File: src/dtio_map.svh
`ifndef DTIO_MAP_SVH
`define DTIO_MAP_SVH
// ==========================================
// register offsets (word addresses)
`define DTIO_OFF_CTRL      4'h0
`define DTIO_OFF_ZERO_LVL  4'h1
`define DTIO_OFF_DET_FREQ  4'h2
`define DTIO_OFF_OVL_LVL   4'h3
`define DTIO_OFF_RUN_LVL   4'h4
`define DTIO_OFF_PRESET0   4'h5
`define DTIO_OFF_PRESET1   4'h6
`define DTIO_OFF_PRESET2   4'h7
`define DTIO_OFF_PRESET3   4'h8
`define DTIO_OFF_INCH      4'h9
`define DTIO_OFF_STATUS    4'ha
`define DTIO_OFF_FREQ      4'hb
`define DTIO_OFF_LOAD      4'hc
// ==========================================
// fields and reset values
`define DTIO_STAT_RUN      0
`define DTIO_STAT_REV      1
`define DTIO_STAT_TRIP     2
`define DTIO_STAT_COAST    3
`define DTIO_FAULT_EXT     8'h1d
`define DTIO_RST_LVL       16'h0000
// ==========================================
// timing
`define DTIO_DEB_US        5
`define DTIO_CLK_MHZ       40
`endif

File: src/dtio_pkg.sv
`default_nettype none
package dtio_pkg;
    typedef enum logic [1:0] {
        DTIO_STOP,
        DTIO_FWD,
        DTIO_REV
    } dtio_dir_t;
    typedef enum logic [1:0] {
        DTIO_IDLE,
        DTIO_RUN,
        DTIO_COAST,
        DTIO_TRIP
    } dtio_state_t;
endpackage : dtio_pkg
`default_nettype wire

File: src/dtio_debounce.sv
`timescale 1ns/100ps
`default_nettype none
module dtio_debounce #(
    parameter int N   = 8,
    parameter int CNT = 200
) (
    // clock
    input  wire logic         clk_i,
    input  wire logic         rst_b_i,
    input  wire logic         en_i,
    // contacts
    input  wire logic [N-1:0] raw_i,
    output logic      [N-1:0] clean_o
);
    // ==========================================
    // two-flop sync then stable-count filter
    localparam int CW = $clog2(CNT + 1);
    logic [N-1:0] s1_q;
    logic [N-1:0] s2_q;
    always_ff @(posedge clk_i or negedge rst_b_i) begin
        if (!rst_b_i) begin
            s1_q <= '0;
            s2_q <= '0;
        end else if (en_i) begin
            s1_q <= raw_i;
            s2_q <= s1_q;
        end
    end
    for (genvar g = 0; g < N; g++) begin : g_ch
        logic [CW-1:0] cnt_q;
        logic          out_q;
        wire           diff = s2_q[g] != out_q;
        wire           done = cnt_q == CW'(CNT - 1);
        always_ff @(posedge clk_i or negedge rst_b_i) begin
            if (!rst_b_i) begin
                cnt_q <= '0;
                out_q <= 1'b0;
            end else if (en_i) begin
                cnt_q <= (diff && !done) ? cnt_q + 1'b1 : '0;
                if (diff && done) out_q <= s2_q[g];
            end
        end
        assign clean_o[g] = out_q;
    end
endmodule : dtio_debounce
`default_nettype wire

File: src/dtio_regs.sv
`timescale 1ns/100ps
`default_nettype none
`include "dtio_map.svh"
module dtio_regs #(
    parameter int W = 16
) (
    // clock
    input  wire logic         clk_i,
    input  wire logic         rst_b_i,
    input  wire logic         en_i,
    // write port
    input  wire logic         wr_i,
    input  wire logic [3:0]   waddr_i,
    input  wire logic [W-1:0] wdata_i,
    // read port
    input  wire logic [3:0]   raddr_i,
    output logic      [W-1:0] rdata_o
);
    // ==========================================
    // small settings memory, registered read
    logic [W-1:0] mem_q [10];
    always_ff @(posedge clk_i or negedge rst_b_i) begin
        if (!rst_b_i) begin
            for (int i = 0; i < 10; i++) mem_q[i] <= `DTIO_RST_LVL;
            rdata_o <= '0;
        end else if (en_i) begin
            // slot 0 is the unused control word, so writes there are dropped
            if (wr_i && waddr_i != 4'h0 && waddr_i < 4'ha) mem_q[waddr_i] <= wdata_i;
            rdata_o <= (raddr_i < 4'ha) ? mem_q[raddr_i] : '0;
        end
    end
endmodule : dtio_regs
`default_nettype wire

File: src/dtio_top.sv
// Overview of operation
// - a closed forward contact runs the motor forward and opening it stops the motor.
// - a closed reverse contact runs the motor in reverse and opening it stops the motor.
// - an external fault trips the drive, stops the motor and records fault code 29.
// - the fault clear input releases the latched trip, which otherwise persists.
// - the two speed-select inputs form a binary code choosing one of four preset speeds.
// - while the inch input is active a closed run contact runs the drive at the inch frequency.
// - coast stop removes the drive output at once and lets the motor coast.
// - zero speed is shown while stopped or while frequency is below the zero-speed level.
// - frequency reached is shown while the output frequency exceeds the detection level.
// - overload warning is shown while the measured load exceeds the overload level.
// - on a trip the fault relay closes its normally-open and opens its normally-closed contact.
// - while running above the run level the run relay closes normally-open, opens normally-closed.
`timescale 1ns/100ps
`default_nettype none
`include "dtio_map.svh"
module dtio_top #(
    parameter int W       = 16,
    parameter int DEB_CNT = `DTIO_DEB_US * `DTIO_CLK_MHZ
) (
    // clock and reset
    input  wire logic         clk_i,
    input  wire logic         rst_b_i,
    input  wire logic         clk_en_i,
    // contact inputs, closed to common = 1
    input  wire logic         fwd_run_in_i,
    input  wire logic         rev_run_in_i,
    input  wire logic         ext_fault_in_i,
    input  wire logic         fault_clear_in_i,
    input  wire logic         speed_sel0_in_i,
    input  wire logic         speed_sel1_in_i,
    input  wire logic         inch_in_i,
    input  wire logic         coast_stop_in_i,
    // drive feedback, same clock
    input  wire logic [W-1:0] out_freq_i,
    input  wire logic [W-1:0] out_load_i,
    // register port
    input  wire logic [3:0]   reg_addr_i,
    input  wire logic [W-1:0] reg_wdata_i,
    input  wire logic         reg_wr_i,
    input  wire logic         reg_rd_i,
    output logic      [W-1:0] reg_rdata_o,
    // drive command
    output logic              drive_en_o,
    output logic              drive_rev_o,
    output logic      [W-1:0] freq_cmd_o,
    output logic      [7:0]   fault_code_o,
    // status outputs
    output logic              zero_speed_out_o,
    output logic              freq_reached_out_o,
    output logic              overload_warn_out_o,
    // relay contacts, 1 = closed to common
    output logic              fault_relay_no_o,
    output logic              fault_relay_nc_o,
    output logic              run_relay_no_o,
    output logic              run_relay_nc_o
);
    // ==========================================
    // reset release
    logic rs1_q;
    logic rst_q;
    always_ff @(posedge clk_i or negedge rst_b_i) begin
        if (!rst_b_i) begin
            rs1_q <= 1'b0;
            rst_q <= 1'b0;
        end else begin
            rs1_q <= 1'b1;
            rst_q <= rs1_q;
        end
    end
    wire rst_b = rst_q;

    // ==========================================
    // contact conditioning
    logic [7:0] pins;
    logic [7:0] cin;
    assign pins = {coast_stop_in_i, inch_in_i, speed_sel1_in_i, speed_sel0_in_i,
                   fault_clear_in_i, ext_fault_in_i, rev_run_in_i, fwd_run_in_i};
    dtio_debounce #(
        .N   (8),
        .CNT (DEB_CNT)
    ) u_deb (
        .clk_i   (clk_i),
        .rst_b_i (rst_b),
        .en_i    (clk_en_i),
        .raw_i   (pins),
        .clean_o (cin)
    );
    wire fwd   = cin[0];
    wire rev   = cin[1];
    wire efl   = cin[2];
    wire fclr  = cin[3];
    wire [1:0] sel = cin[5:4];
    wire inch  = cin[6];
    wire coast = cin[7];

    // ==========================================
    // settings memory and live registers
    logic [W-1:0] mem_rd;
    logic [W-1:0] zero_lvl_q;
    logic [W-1:0] det_q;
    logic [W-1:0] ovl_q;
    logic [W-1:0] run_lvl_q;
    logic [W-1:0] pre_q [4];
    logic [W-1:0] inch_q;
    wire  wr = reg_wr_i && clk_en_i;
    dtio_regs #(
        .W (W)
    ) u_regs (
        .clk_i   (clk_i),
        .rst_b_i (rst_b),
        .en_i    (clk_en_i),
        .wr_i    (reg_wr_i),
        .waddr_i (reg_addr_i),
        .wdata_i (reg_wdata_i),
        .raddr_i (reg_addr_i),
        .rdata_o (mem_rd)
    );
    // shadow copies so comparators see settings without a read port each
    always_ff @(posedge clk_i or negedge rst_b) begin
        if (!rst_b) begin
            zero_lvl_q <= `DTIO_RST_LVL;
            det_q      <= `DTIO_RST_LVL;
            ovl_q      <= `DTIO_RST_LVL;
            run_lvl_q  <= `DTIO_RST_LVL;
            inch_q     <= `DTIO_RST_LVL;
            for (int i = 0; i < 4; i++) pre_q[i] <= `DTIO_RST_LVL;
        end else if (wr) begin
            case (reg_addr_i)
                `DTIO_OFF_ZERO_LVL: zero_lvl_q <= reg_wdata_i;
                `DTIO_OFF_DET_FREQ: det_q      <= reg_wdata_i;
                `DTIO_OFF_OVL_LVL:  ovl_q      <= reg_wdata_i;
                `DTIO_OFF_RUN_LVL:  run_lvl_q  <= reg_wdata_i;
                `DTIO_OFF_PRESET0:  pre_q[0]   <= reg_wdata_i;
                `DTIO_OFF_PRESET1:  pre_q[1]   <= reg_wdata_i;
                `DTIO_OFF_PRESET2:  pre_q[2]   <= reg_wdata_i;
                `DTIO_OFF_PRESET3:  pre_q[3]   <= reg_wdata_i;
                `DTIO_OFF_INCH:     inch_q     <= reg_wdata_i;
                default: ;
            endcase
        end
    end

    // ==========================================
    // run state machine
    dtio_pkg::dtio_state_t st_q;
    dtio_pkg::dtio_state_t st_d;
    logic                  trip_q;
    logic [7:0]            code_q;
    wire fwd_only = fwd && !rev;
    wire rev_only = rev && !fwd;
    wire run_req  = fwd_only || rev_only;
    always_comb begin
        st_d = st_q;
        case (st_q)
            dtio_pkg::DTIO_IDLE:  if (run_req) st_d = dtio_pkg::DTIO_RUN;
            dtio_pkg::DTIO_RUN:   if (!run_req) st_d = dtio_pkg::DTIO_IDLE;
            dtio_pkg::DTIO_COAST: if (!coast) st_d = dtio_pkg::DTIO_IDLE;
            dtio_pkg::DTIO_TRIP:  if (!trip_q) st_d = dtio_pkg::DTIO_IDLE;
            default:              st_d = dtio_pkg::DTIO_IDLE;
        endcase
        if (coast && st_q != dtio_pkg::DTIO_TRIP) st_d = dtio_pkg::DTIO_COAST;
        if (efl || trip_q) st_d = dtio_pkg::DTIO_TRIP;
    end
    always_ff @(posedge clk_i or negedge rst_b) begin
        if (!rst_b) begin
            st_q   <= dtio_pkg::DTIO_IDLE;
            trip_q <= 1'b0;
            code_q <= 8'h00;
        end else if (clk_en_i) begin
            st_q <= st_d;
            // fault wins over clear so a fresh fault is never lost
            if (efl) begin
                trip_q <= 1'b1;
                code_q <= `DTIO_FAULT_EXT;
            end else if (fclr) begin
                trip_q <= 1'b0;
            end
        end
    end

    // ==========================================
    // frequency selection and drive command
    wire          running = st_q == dtio_pkg::DTIO_RUN;
    wire [W-1:0]  fsel    = inch ? inch_q : pre_q[sel];
    always_ff @(posedge clk_i or negedge rst_b) begin
        if (!rst_b) begin
            drive_en_o   <= 1'b0;
            drive_rev_o  <= 1'b0;
            freq_cmd_o   <= '0;
            fault_code_o <= 8'h00;
        end else if (clk_en_i) begin
            drive_en_o   <= st_d == dtio_pkg::DTIO_RUN;
            drive_rev_o  <= rev_only;
            freq_cmd_o   <= (st_d == dtio_pkg::DTIO_RUN) ? fsel : '0;
            fault_code_o <= code_q;
        end
    end

    // ==========================================
    // status outputs and relays
    function automatic logic dtio_above(input logic [W-1:0] v, input logic [W-1:0] lvl);
        dtio_above = v > lvl;
    endfunction : dtio_above
    wire over_det  = dtio_above(out_freq_i, det_q);
    wire over_run  = dtio_above(out_freq_i, run_lvl_q);
    wire over_ovl  = dtio_above(out_load_i, ovl_q);
    wire over_zero = dtio_above(zero_lvl_q, out_freq_i);
    always_ff @(posedge clk_i or negedge rst_b) begin
        if (!rst_b) begin
            zero_speed_out_o    <= 1'b0;
            freq_reached_out_o  <= 1'b0;
            overload_warn_out_o <= 1'b0;
            fault_relay_no_o    <= 1'b0;
            fault_relay_nc_o    <= 1'b1;
            run_relay_no_o      <= 1'b0;
            run_relay_nc_o      <= 1'b1;
        end else if (clk_en_i) begin
            zero_speed_out_o    <= !running || over_zero;
            freq_reached_out_o  <= over_det;
            overload_warn_out_o <= over_ovl;
            fault_relay_no_o    <= trip_q;
            fault_relay_nc_o    <= !trip_q;
            run_relay_no_o      <= running && over_run;
            run_relay_nc_o      <= !(running && over_run);
        end
    end

    // ==========================================
    // register read mux
    logic          rd_q;
    logic [3:0]    ra_q;
    logic [W-1:0]  live_q;
    wire  [W-1:0]  status = W'({code_q, 4'h0, coast, trip_q, drive_rev_o, running});
    always_ff @(posedge clk_i or negedge rst_b) begin
        if (!rst_b) begin
            rd_q   <= 1'b0;
            ra_q   <= 4'h0;
            live_q <= '0;
        end else if (clk_en_i) begin
            rd_q <= reg_rd_i;
            ra_q <= reg_addr_i;
            case (reg_addr_i)
                `DTIO_OFF_STATUS: live_q <= status;
                `DTIO_OFF_FREQ:   live_q <= out_freq_i;
                `DTIO_OFF_LOAD:   live_q <= out_load_i;
                default:          live_q <= '0;
            endcase
        end
    end
    wire live_sel = ra_q >= `DTIO_OFF_STATUS;
    assign reg_rdata_o = !rd_q ? '0 : (live_sel ? live_q : mem_rd);
endmodule : dtio_top
`default_nettype wire

File: config.mk
export PLATFORM = sky130hd
export DESIGN_NAME = dtio_top
export DESIGN_NICKNAME = d
export VERILOG_FILES = /design/src/dtio_pkg.sv /design/src/dtio_debounce.sv /design/src/dtio_regs.sv /design/src/dtio_top.sv
export VERILOG_INCLUDE_DIRS = /design/src
export SDC_FILE = /design/constraint.sdc
export NUM_CORES = 1
export LEC_CHECK = 0
export CAP_MARGIN = 10
export CELL_PAD_IN_SITES_DETAIL_PLACEMENT = 1
export CELL_PAD_IN_SITES_GLOBAL_PLACEMENT = 1
export CORE_ASPECT_RATIO = 0.7
export CORE_MARGIN = 4
export CORE_UTILIZATION = 45
export DETAILED_ROUTE_END_ITERATION = 8
export DONT_BUFFER_PORTS = 1
export PLACE_DENSITY_LB_ADDON = 0.25
export SYNTH_ARGS = -nofsm -noshare
export SYNTH_HDL_FRONTEND = slang
export SYNTH_HIERARCHICAL = 1
export SYNTH_SLANG_ARGS = --single-unit
File: constraint.sdc
create_clock -name clk_i -period 25.8 [get_ports clk_i]
set_input_delay 1.29 -clock clk_i [delete_from_list [all_inputs] [get_ports clk_i]]
set_output_delay 1.29 -clock clk_i [all_outputs]
set_load 0.1 [all_outputs]
==> results of run 1 <==
final timing paths:
| check | cells past startpoint | endpoint | slack (ns) | startpoint |
|---|---|---|---|---|
| worst min-delay path | 0 | rst_b | 0.35 | rs1_q |
| worst min register to register | 0 | rst_b | 0.35 | rs1_q |
| max in group asynchronous | 3 | ovl_q[10] | 22.20 | rst_b |
| worst max-delay path | 3 | reg_rdata_o[12] | 21.59 | ra_q[2] |
| worst max register to register | 3 | ovl_q[10] | 22.20 | rst_b |
| min in group asynchronous | 0 | rst_b | 0.39 | rst_b_i |
cell usage in the layout, fill, tap and decap left out, drive strengths merged, types with 11 or more instances in the layout:
cell type | Yosys | final
a21o | 21 | 21
mux4 | 16 | 16
nor2 | 63 | 63
clkinv | 1 | 11
xnor2 | 14 | 14
mux2i | 95 | 95
buf | 61 | 18
nand4 | 24 | 24
and3 | 12 | 12
a21oi | 71 | 71
a32oi | 16 | 16
nor3 | 13 | 13
o2bb2ai | 47 | 47
nand2 | 115 | 115
a21boi | 18 | 18
ha | 73 | 73
xor2 | 12 | 12
nand3 | 45 | 45
mux2 | 321 | 321
nand2b | 11 | 11
a22oi | 24 | 24
clkbuf | 54 | 70
dfrtp | 458 | 458
o21ai | 47 | 47
inv | 78 | 79
final cells by class:
cell class	instances	area [sq um]
Antenna cell	2	5.005
Clock buffer	70	1384
Clock inverter	13	130.1
Fill cell	4992	24940
Inverter	79	296.5
Multi-Input combinational cell	1159	10010
Sequential cell	460	11520
Tap cell	665	832.0
Timing Repair Buffer	18	135.1
cell families (layout without fill, tap and decap cells):
logic type | after synthesis | in the layout | synth area share
flops | 460 | 460 | 0.5145
mux | 432 | 432 | 0.2235
simple gates | 335 | 335 | 0.07793
compound gates | 288 | 288 | 0.09057
buf+inv | 194 | 180 | 0.04193
fa+ha+maj | 73 | 73 | 0.04081
xor+xnor | 26 | 26 | 0.01051
other cells | 2 | 7 | 0.0003356
layer usage:
layer  vias up  GRT usage  share of wire
li1       6438          -              -
met1      7616     0.3386           0.47
met2       305     0.3541           0.44
met3        77    0.05739          0.065
met4         2    0.05639          0.021
met5         -          0        0.00032
worst max-delay path: stages (launching register included):
cell and delay (ns):
dfrtp_1 0.40, o21ai_2 0.77, nand2_1 0.21, a21boi_2 0.92
sequential cells by signal, summed over array words and instances (netlist names), 16 cells and up:
| register | count |
|---|---|
| u_deb/g_ch.cnt_q | 64 |
| zero_lvl_q | 16 |
| u_regs/rdata_o | 16 |
| pre_q | 64 |
| freq_cmd_o | 16 |
| ovl_q | 16 |
| u_regs/mem_q | 160 |
| live_q | 16 |
| det_q | 16 |
| inch_q | 16 |
| run_lvl_q | 16 |
where the power goes:
part	internal, mW	switching [mW]
logic	0.144	0.146
clock network	0.390	0.291
registers	0.829	0.0816
==> metrics.cfg, run 1 <==
[cells_and_area]
final_cells=2466
syn_to_final_growth_pct=8.660
final_util=0.4937
fin_area_sq_um=24320
fin_nets=1903
layout-drive-gt1-share=0.2651

[floorplan]
coreArea_sq_um=49260
die_h_um=194.6
rows=68
initial_utilization=0.4543
die_x_um=274.6
io_pins=114
fp.dieArea_sq_um=53420

[global_routing]
grtUsageTotal=0.2334
grt_pass1_wl_mm=95.89
grt_pass1_vias=15460
grt-ovfl-total=0
antenna_found_initial=4
grt_max_degree=142

[sta]
period_needed_ns=4.205
hold_slack_ns=0.3466
finalWorstSetupSlack_ns=21.59
skew_ns=0.02581
hold_viol_final=0
worst_pin_slew_ns=1.260
setup_tns_ns=0
min_period_over_period=0.1630
setup_viol=0
relSlewSlack=0.1577
slew_violations=0
fmax_ghz=0.2378
grt_setup_unrepaired=false

[synthesis]
yosysMostFrequentCell=dfrtp_1
synth_top_area_share=0.5121
async_flop_share=1.000
synthTopCellsByCount=dfrtp_1, mux2_2, nand2_1
synth_top_area_cell=dfrtp_1
ys_seq_area_frac=0.5145
synth_area_leaders=dfrtp_1, mux2_2, mux2i_1, ha_1, nand2_1
synth-seq-cells=460
ys_types=80
yosysWarningCount=6
syn_area_sq_um=22380
ys.flop_type=dfrtp_1
avgSynthCellArea_sq_um=12.36
synth-edff-count=0
postSynthCellCount=1810

[place]
dp_slack_ns=22.01
hpwl_mm=40.68
port_buffers=0
placed_cell_area_sq_um=22800
placed_cells=2381
gp_congestion=0.8033

[routing]
avgViaCountPerCell=5.855
antenna_left=0
drc=0
via_count=14440
drtIter0Drc=865
routedWlPerCell_um=25.18
drtPass1Iterations=4
routed_wl_mm=62.09

[clocking]
h-tree-depth=2
numClockSinks=460
cts_inserted_buffers=47
clkTransAtPathRegs_ns=0.07
insertion_delay_ns=0.60
cts_tree=built
cts_setup_buffers=0
cts_resized=0
ctsRootBufferMaster=clkbuf_16
max-clock-path-buffers=3
holdBufCountCts=0

[power]
peakVddDrop_v=0.00004014
p_per_area_nw_per_um2=77.39
p_leak_nw=10.99
power_mw=1.882

[worst_setup_path]
critical_path_class=reg2out
required_ns=24.51
cp_max_fo=16
end_kind=primary output
critPathLaunchType=register
cp.arrival_ns=2.92

[flow_run]
max-cap-violations=0

[hold_path]
hold_path_class=reg2reg

[outcome]
status=finished clean

No activity file was read; power rests on OpenSTA's default activity.
==> run 2, diff against run 1 <==
==> constraint.sdc (replaced) <==
create_clock -name clk_i -period 3.85 [get_ports clk_i]
set_input_delay 0.1925 -clock clk_i [delete_from_list [all_inputs] [get_ports clk_i]]
set_output_delay 0.1925 -clock clk_i [all_outputs]
set_load 0.1 [all_outputs]
==> metrics.cfg, run 2 (same netlist as run 1, synthesis figures left out) <==
[floorplan]
rows=68  ; unchanged
coreArea_sq_um=49260  ; unchanged
die_h_um=194.6  ; unchanged
fp.dieArea_sq_um=53420  ; unchanged
initial_utilization=0.4543  ; unchanged
die_x_um=274.6  ; unchanged
io_pins=114  ; unchanged

[worst_setup_path]
critical_path_class=reg2out
cp_max_fo=16  ; unchanged
end_kind=primary output
critPathLaunchType=register
cp.arrival_ns=2.59  ; -0.33 ns
required_ns=3.66  ; -20.85 ns

[sta]
fmax_ghz=0.3590
slew_violations=0  ; unchanged
grt_setup_unrepaired=false
period_needed_ns=2.786
relSlewSlack=0.1540  ; -0.003738
min_period_over_period=0.7236
setup_tns_ns=0  ; unchanged
hold_slack_ns=0.01414  ; -0.3324 ns
skew_ns=0.008817  ; -0.01700 ns
finalWorstSetupSlack_ns=1.064  ; -20.53 ns
worst_pin_slew_ns=1.268  ; +0.007776 ns
setup_viol=0  ; unchanged
hold_viol_final=0  ; unchanged

[cells_and_area]
fin_nets=1993  ; +4.7%
syn_to_final_growth_pct=13.51
reg_top3=u_regs/mem_q x160, pre_q x64, u_deb/g_ch.cnt_q x64
largest_reg_flops=160  ; unchanged
final_cells=2559  ; +3.8%
layout_common_cells=dfrtp_1, mux2_2, nand2_1
max_flop_register=u_regs/mem_q
final_util=0.5157  ; +0.02205
fin_area_sq_um=25400  ; +4.5%
n_fill_cell=4943  ; -0.98%
layout_commonest_cell=dfrtp_1
layout-drive-gt1-share=0.2701  ; +0.004980

[hold_path]
hold_path_class=in2reg

[outcome]
status=finished clean

[routing]
routed_wl_mm=65.37  ; +5.3%
drtPass1Iterations=5  ; +1
routedWlPerCell_um=25.54  ; +1.4%
drtIter0Drc=1180  ; +36%
drc=0  ; unchanged
antenna_left=0  ; unchanged
avgViaCountPerCell=5.853  ; about the same
via_count=14980  ; +3.7%

[power]
power_mw=13.25  ; +600%
p_leak_nw=11.46  ; +4.3%
peakVddDrop_v=0.0004116  ; +930%
p_per_area_nw_per_um2=521.4  ; +570%

[clocking]
max-clock-path-buffers=3  ; unchanged
h-tree-depth=2  ; unchanged
cts_inserted_buffers=47  ; unchanged
cts_tree=built
numClockSinks=460  ; unchanged
clkTransAtPathRegs_ns=0.06  ; about the same
insertion_delay_ns=0.57  ; -0.03 ns
ctsRootBufferMaster=clkbuf_16
cts_setup_buffers=0  ; unchanged

[place]
port_buffers=0  ; unchanged
placed_cell_area_sq_um=23030  ; +1.0%
placed_cells=2405  ; +1.0%
dp_slack_ns=1.644  ; -20.36 ns
hpwl_mm=41.63  ; +2.3%
gp_congestion=0.7851  ; -2.3%

[global_routing]
grt_max_degree=133  ; -6.3%
grt_pass1_vias=16280  ; +5.3%
antenna_found_initial=5  ; +1
grtUsageTotal=0.2453  ; +0.01197
grt-ovfl-total=0  ; unchanged
grt_pass1_wl_mm=100.6  ; +4.9%

[flow_run]
max-cap-violations=0  ; unchanged

==> run 2: cell count changes in the layout (fill, tap and decap cells not counted), sizes merged <==
cell,delta
buf,+26
bufinv,+7
clkbuf,-9
clkinv,-1
clkinvlp,+2
diode,+4
dlygate4sd3,+64
==> run 2: metal layers <==
layer / global-route usage / vias to the layer above / wire length, um
met5: 0 / - / 13
met4: 0.06058 / 2 / 1299
met3: 0.05492 / 98 / 3917
met2: 0.3723 / 335 / 28820
met1: 0.3591 / 7916 / 31320
li1: - / 6627 / -
==> run 2: path summary, 6_finish.rpt <==
check,start,cells after the start,slack [ns],endpoint
worst max register to register,u_deb/g_ch[0].out_q,5,1.57,freq_cmd_o[2]
worst min-delay path,clk_en_i,3,0.01,u_deb/g_ch[2].cnt_q[3]
max in group asynchronous,rst_b,2,2.38,run_lvl_q[5]
worst min register to register,rst_b,0,0.27,u_regs/mem_q[119]
min in group asynchronous,rst_b,0,0.27,u_regs/mem_q[119]
worst max-delay path,ra_q[2],4,1.06,reg_rdata_o[6]
==> run 2: power by group <==
group	switching (mW)	total (mW)	internal, mW
combinational	1.08	2.12	1.04
clock	1.99	5.02	3.03
sequential	0.549	6.11	5.56
==> run 2: timing repair <==
action | 4_1_cts | 5_1_grt
gates resized for setup | 0 | 0
hold buffers | 66 | 0
endpoints found under the hold margin | 410 | 0
==> run 2: final cells by class <==
| class | count | area [sq um] | share of cell area |
|---|---|---|---|
| sequential | 460 | 11520 | 0.4535 |
| multi-input combinational | 1159 | 10010 | 0.3942 |
| clock buffer | 61 | 1329 | 0.05230 |
| timing repair buffer | 108 | 1054 | 0.04147 |
| tap | 665 | 832.0 | 0.03275 |
| clock inverter | 21 | 342.8 | 0.01349 |
| inverter | 79 | 296.5 | 0.01167 |
| antenna | 6 | 15.01 | 0.0005910 |
==> run 2: worst max-delay path, cell delays in order (launching register included) <==
cell      delay [ns]
dfrtp_1         0.41
o21ai_2         0.81
nand2_1         0.25
a21boi_2        0.23
buf_4           0.31
==> run 3, diff against run 2 <==
==> constraint.sdc (replaced) <==
create_clock -name clk_i -period 2.3 [get_ports clk_i]
set_input_delay 0.115 -clock clk_i [delete_from_list [all_inputs] [get_ports clk_i]]
set_output_delay 0.115 -clock clk_i [all_outputs]
set_load 0.1 [all_outputs]
==> metrics.cfg, run 3 (same netlist as run 1, synthesis figures left out) <==
[clocking]
cts_resized=0  ; unchanged
h-tree-depth=2  ; unchanged
ctsRootBufferMaster=clkbuf_16
clkTransAtPathRegs_ns=0.06  ; about the same
numClockSinks=460  ; unchanged
cts_tree=built
cts_inserted_buffers=46  ; -2.1%
insertion_delay_ns=0.61  ; +0.04 ns
max-clock-path-buffers=3  ; unchanged

[sta]
slew_violations=0  ; unchanged
grt_setup_unrepaired=false
hold_viol_final=0  ; unchanged
worst_pin_slew_ns=1.270  ; +0.002047 ns
skew_ns=0.01718  ; +0.008367 ns
period_needed_ns=2.199
setup_viol=0  ; unchanged
setup_tns_ns=0  ; unchanged
relSlewSlack=0.1507  ; -0.003250
finalWorstSetupSlack_ns=0.1012  ; -0.9630 ns
fmax_ghz=0.4548
min_period_over_period=0.9560

[cells_and_area]
layout_common_cells=dfrtp_1, mux2_2, nand2_1
diodes=0  ; -6
layout-drive-gt1-share=0.2825  ; +0.01237
final_cells=2619  ; +2.3%
layout_commonest_cell=dfrtp_1
largest_reg_flops=160  ; unchanged
n_fill_cell=4943  ; unchanged
fin_nets=2061  ; +3.4%
reg_top3=u_regs/mem_q x160, pre_q x64, u_deb/g_ch.cnt_q x64
max_flop_register=u_regs/mem_q
fin_area_sq_um=26110  ; +2.8%
syn_to_final_growth_pct=16.65

[place]
placed_cell_area_sq_um=23740  ; +3.1%
hpwl_mm=42.71  ; +2.6%
gp_congestion=0.8206  ; +4.5%
placed_cells=2456  ; +2.1%
dp_slack_ns=0.3958  ; -1.248 ns
port_buffers=0  ; unchanged

[power]
sw_frac_of_total=0.2852  ; +0.01163
clkPwrFrac=0.354  ; -0.025
p_leak_nw=11.82  ; +3.2%
p_sw_mw=6.187  ; +71%
p_int_mw=15.51  ; +61%
seq_power_share=0.466  ; +0.005
peakVddDrop_v=0.0005286  ; +28%
comb_power_share=0.180  ; +0.020
p_per_area_nw_per_um2=831.0  ; +59%

[worst_setup_path]
cp.arrival_ns=2.08  ; -0.51 ns
critPathLaunchType=register
required_ns=2.18  ; -1.48 ns
critical_path_class=reg2out
end_kind=primary output
cp_max_fo=17  ; +1
crit_start=rd_q
r2r-start=u_deb/g_ch[2].cnt_q[0]

[routing]
via_count=15280  ; +2.0%
routed_wl_mm=67.03  ; +2.5%
avgViaCountPerCell=5.834  ; -0.33%
drc=0  ; unchanged
routedWlPerCell_um=25.59  ; +0.18%
antenna_left=0  ; unchanged
drtIter0Drc=1147  ; -2.8%
drtPass1Iterations=4  ; -1

[global_routing]
grt_pass1_wl_mm=103.4  ; +2.8%
grtUsageTotal=0.2527  ; +0.007415
grt-ovfl-total=0  ; unchanged
grt_pass1_vias=16690  ; +2.5%
antenna_found_initial=5  ; unchanged
grt_max_degree=127  ; -4.5%

[floorplan]
die_x_um=274.6  ; unchanged
rows=68  ; unchanged
fp.dieArea_sq_um=53420  ; unchanged
coreArea_sq_um=49260  ; unchanged
initial_utilization=0.4543  ; unchanged
die_h_um=194.6  ; unchanged
io_pins=114  ; unchanged

[outcome]
status=finished clean

[flow_run]
max-cap-violations=0  ; unchanged

[hold_path]
hold_path_class=in2reg
hold_start=out_load_i[11]

## run 3: changes by cell type in the layout (fill, tap and decap cells not counted), sizes merged
cell / before / now
buf: 44 / 99
bufinv: 9 / 4
clkbuf: 61 / 62
clkinv: 10 / 11
clkinvlp: 2 / 1
diode: 6 / 0
dlygate4sd3: 64 / 78
inv: 79 / 80
## run 3: critical path, stage by stage, from the launching register on
cell      delay, ns
dfrtp_1        0.84
a21boi_2       0.39
buf_12         0.21
## run 3: path summary, 6_finish.rpt
kind                                          endpoint  slack (ns)  cells after the start
worst max-delay path                    reg_rdata_o[5]        0.10                      2
worst min register to register                    rd_q        0.32                      0
max in group asynchronous             u_regs/mem_q[30]        1.19                      2
worst min-delay path               overload_warn_out_o        0.04                      5
min in group asynchronous                        rs1_q        0.30                      2
worst max register to register  u_deb/g_ch[2].cnt_q[7]        0.13                      6
## run 3: routing by layer
metal	part of all wire	vias up	wire (um)	GRT usage
met5	0.00013	-	9	0
met4	0.021	2	1412	0.06249
met3	0.065	86	4386	0.06442
met2	0.45	380	29950	0.3871
met1	0.47	8040	31270	0.3616
li1	-	6771	-	-
## run 3: through the flow
step	hold slack, ns	total power, mW	util
global placement	-0.1804	13.49	0.4819
floorplan	-0.1806	12.76	-
global route	0.03206	22.73	0.5299
finish	0.04073	21.70	0.5299
CTS	0.005757	21.85	0.5295
detailed placement	-0.1804	13.79	0.4819
## run 3: final cells by class
type	instances	area (sq um)	area share
timing repair buffer	177	1957	0.07496
tap	665	832.0	0.03187
sequential	460	11520	0.4413
clock inverter	17	232.7	0.008914
clock buffer	62	1261	0.04831
multi-input combinational	1159	10010	0.3833
inverter	79	296.5	0.01136
## run 3: power by group through the flow
stage	Combinational [mW]	Clock (mW)	Sequential, mW
after global routing	4.28	8.20	10.3
after detailed placement	3.56	0	10.2
after global placement	3.37	0	10.1
final	3.91	7.68	10.1
after CTS	3.90	7.85	10.1
after floorplan	2.59	0	10.2
## run 3: timing repair
action	4_1_cts	5_1_grt
hold buffers	81	0
endpoints found under the hold margin	431	0
setup buffers	0	3
setup endpoints to repair	0	1
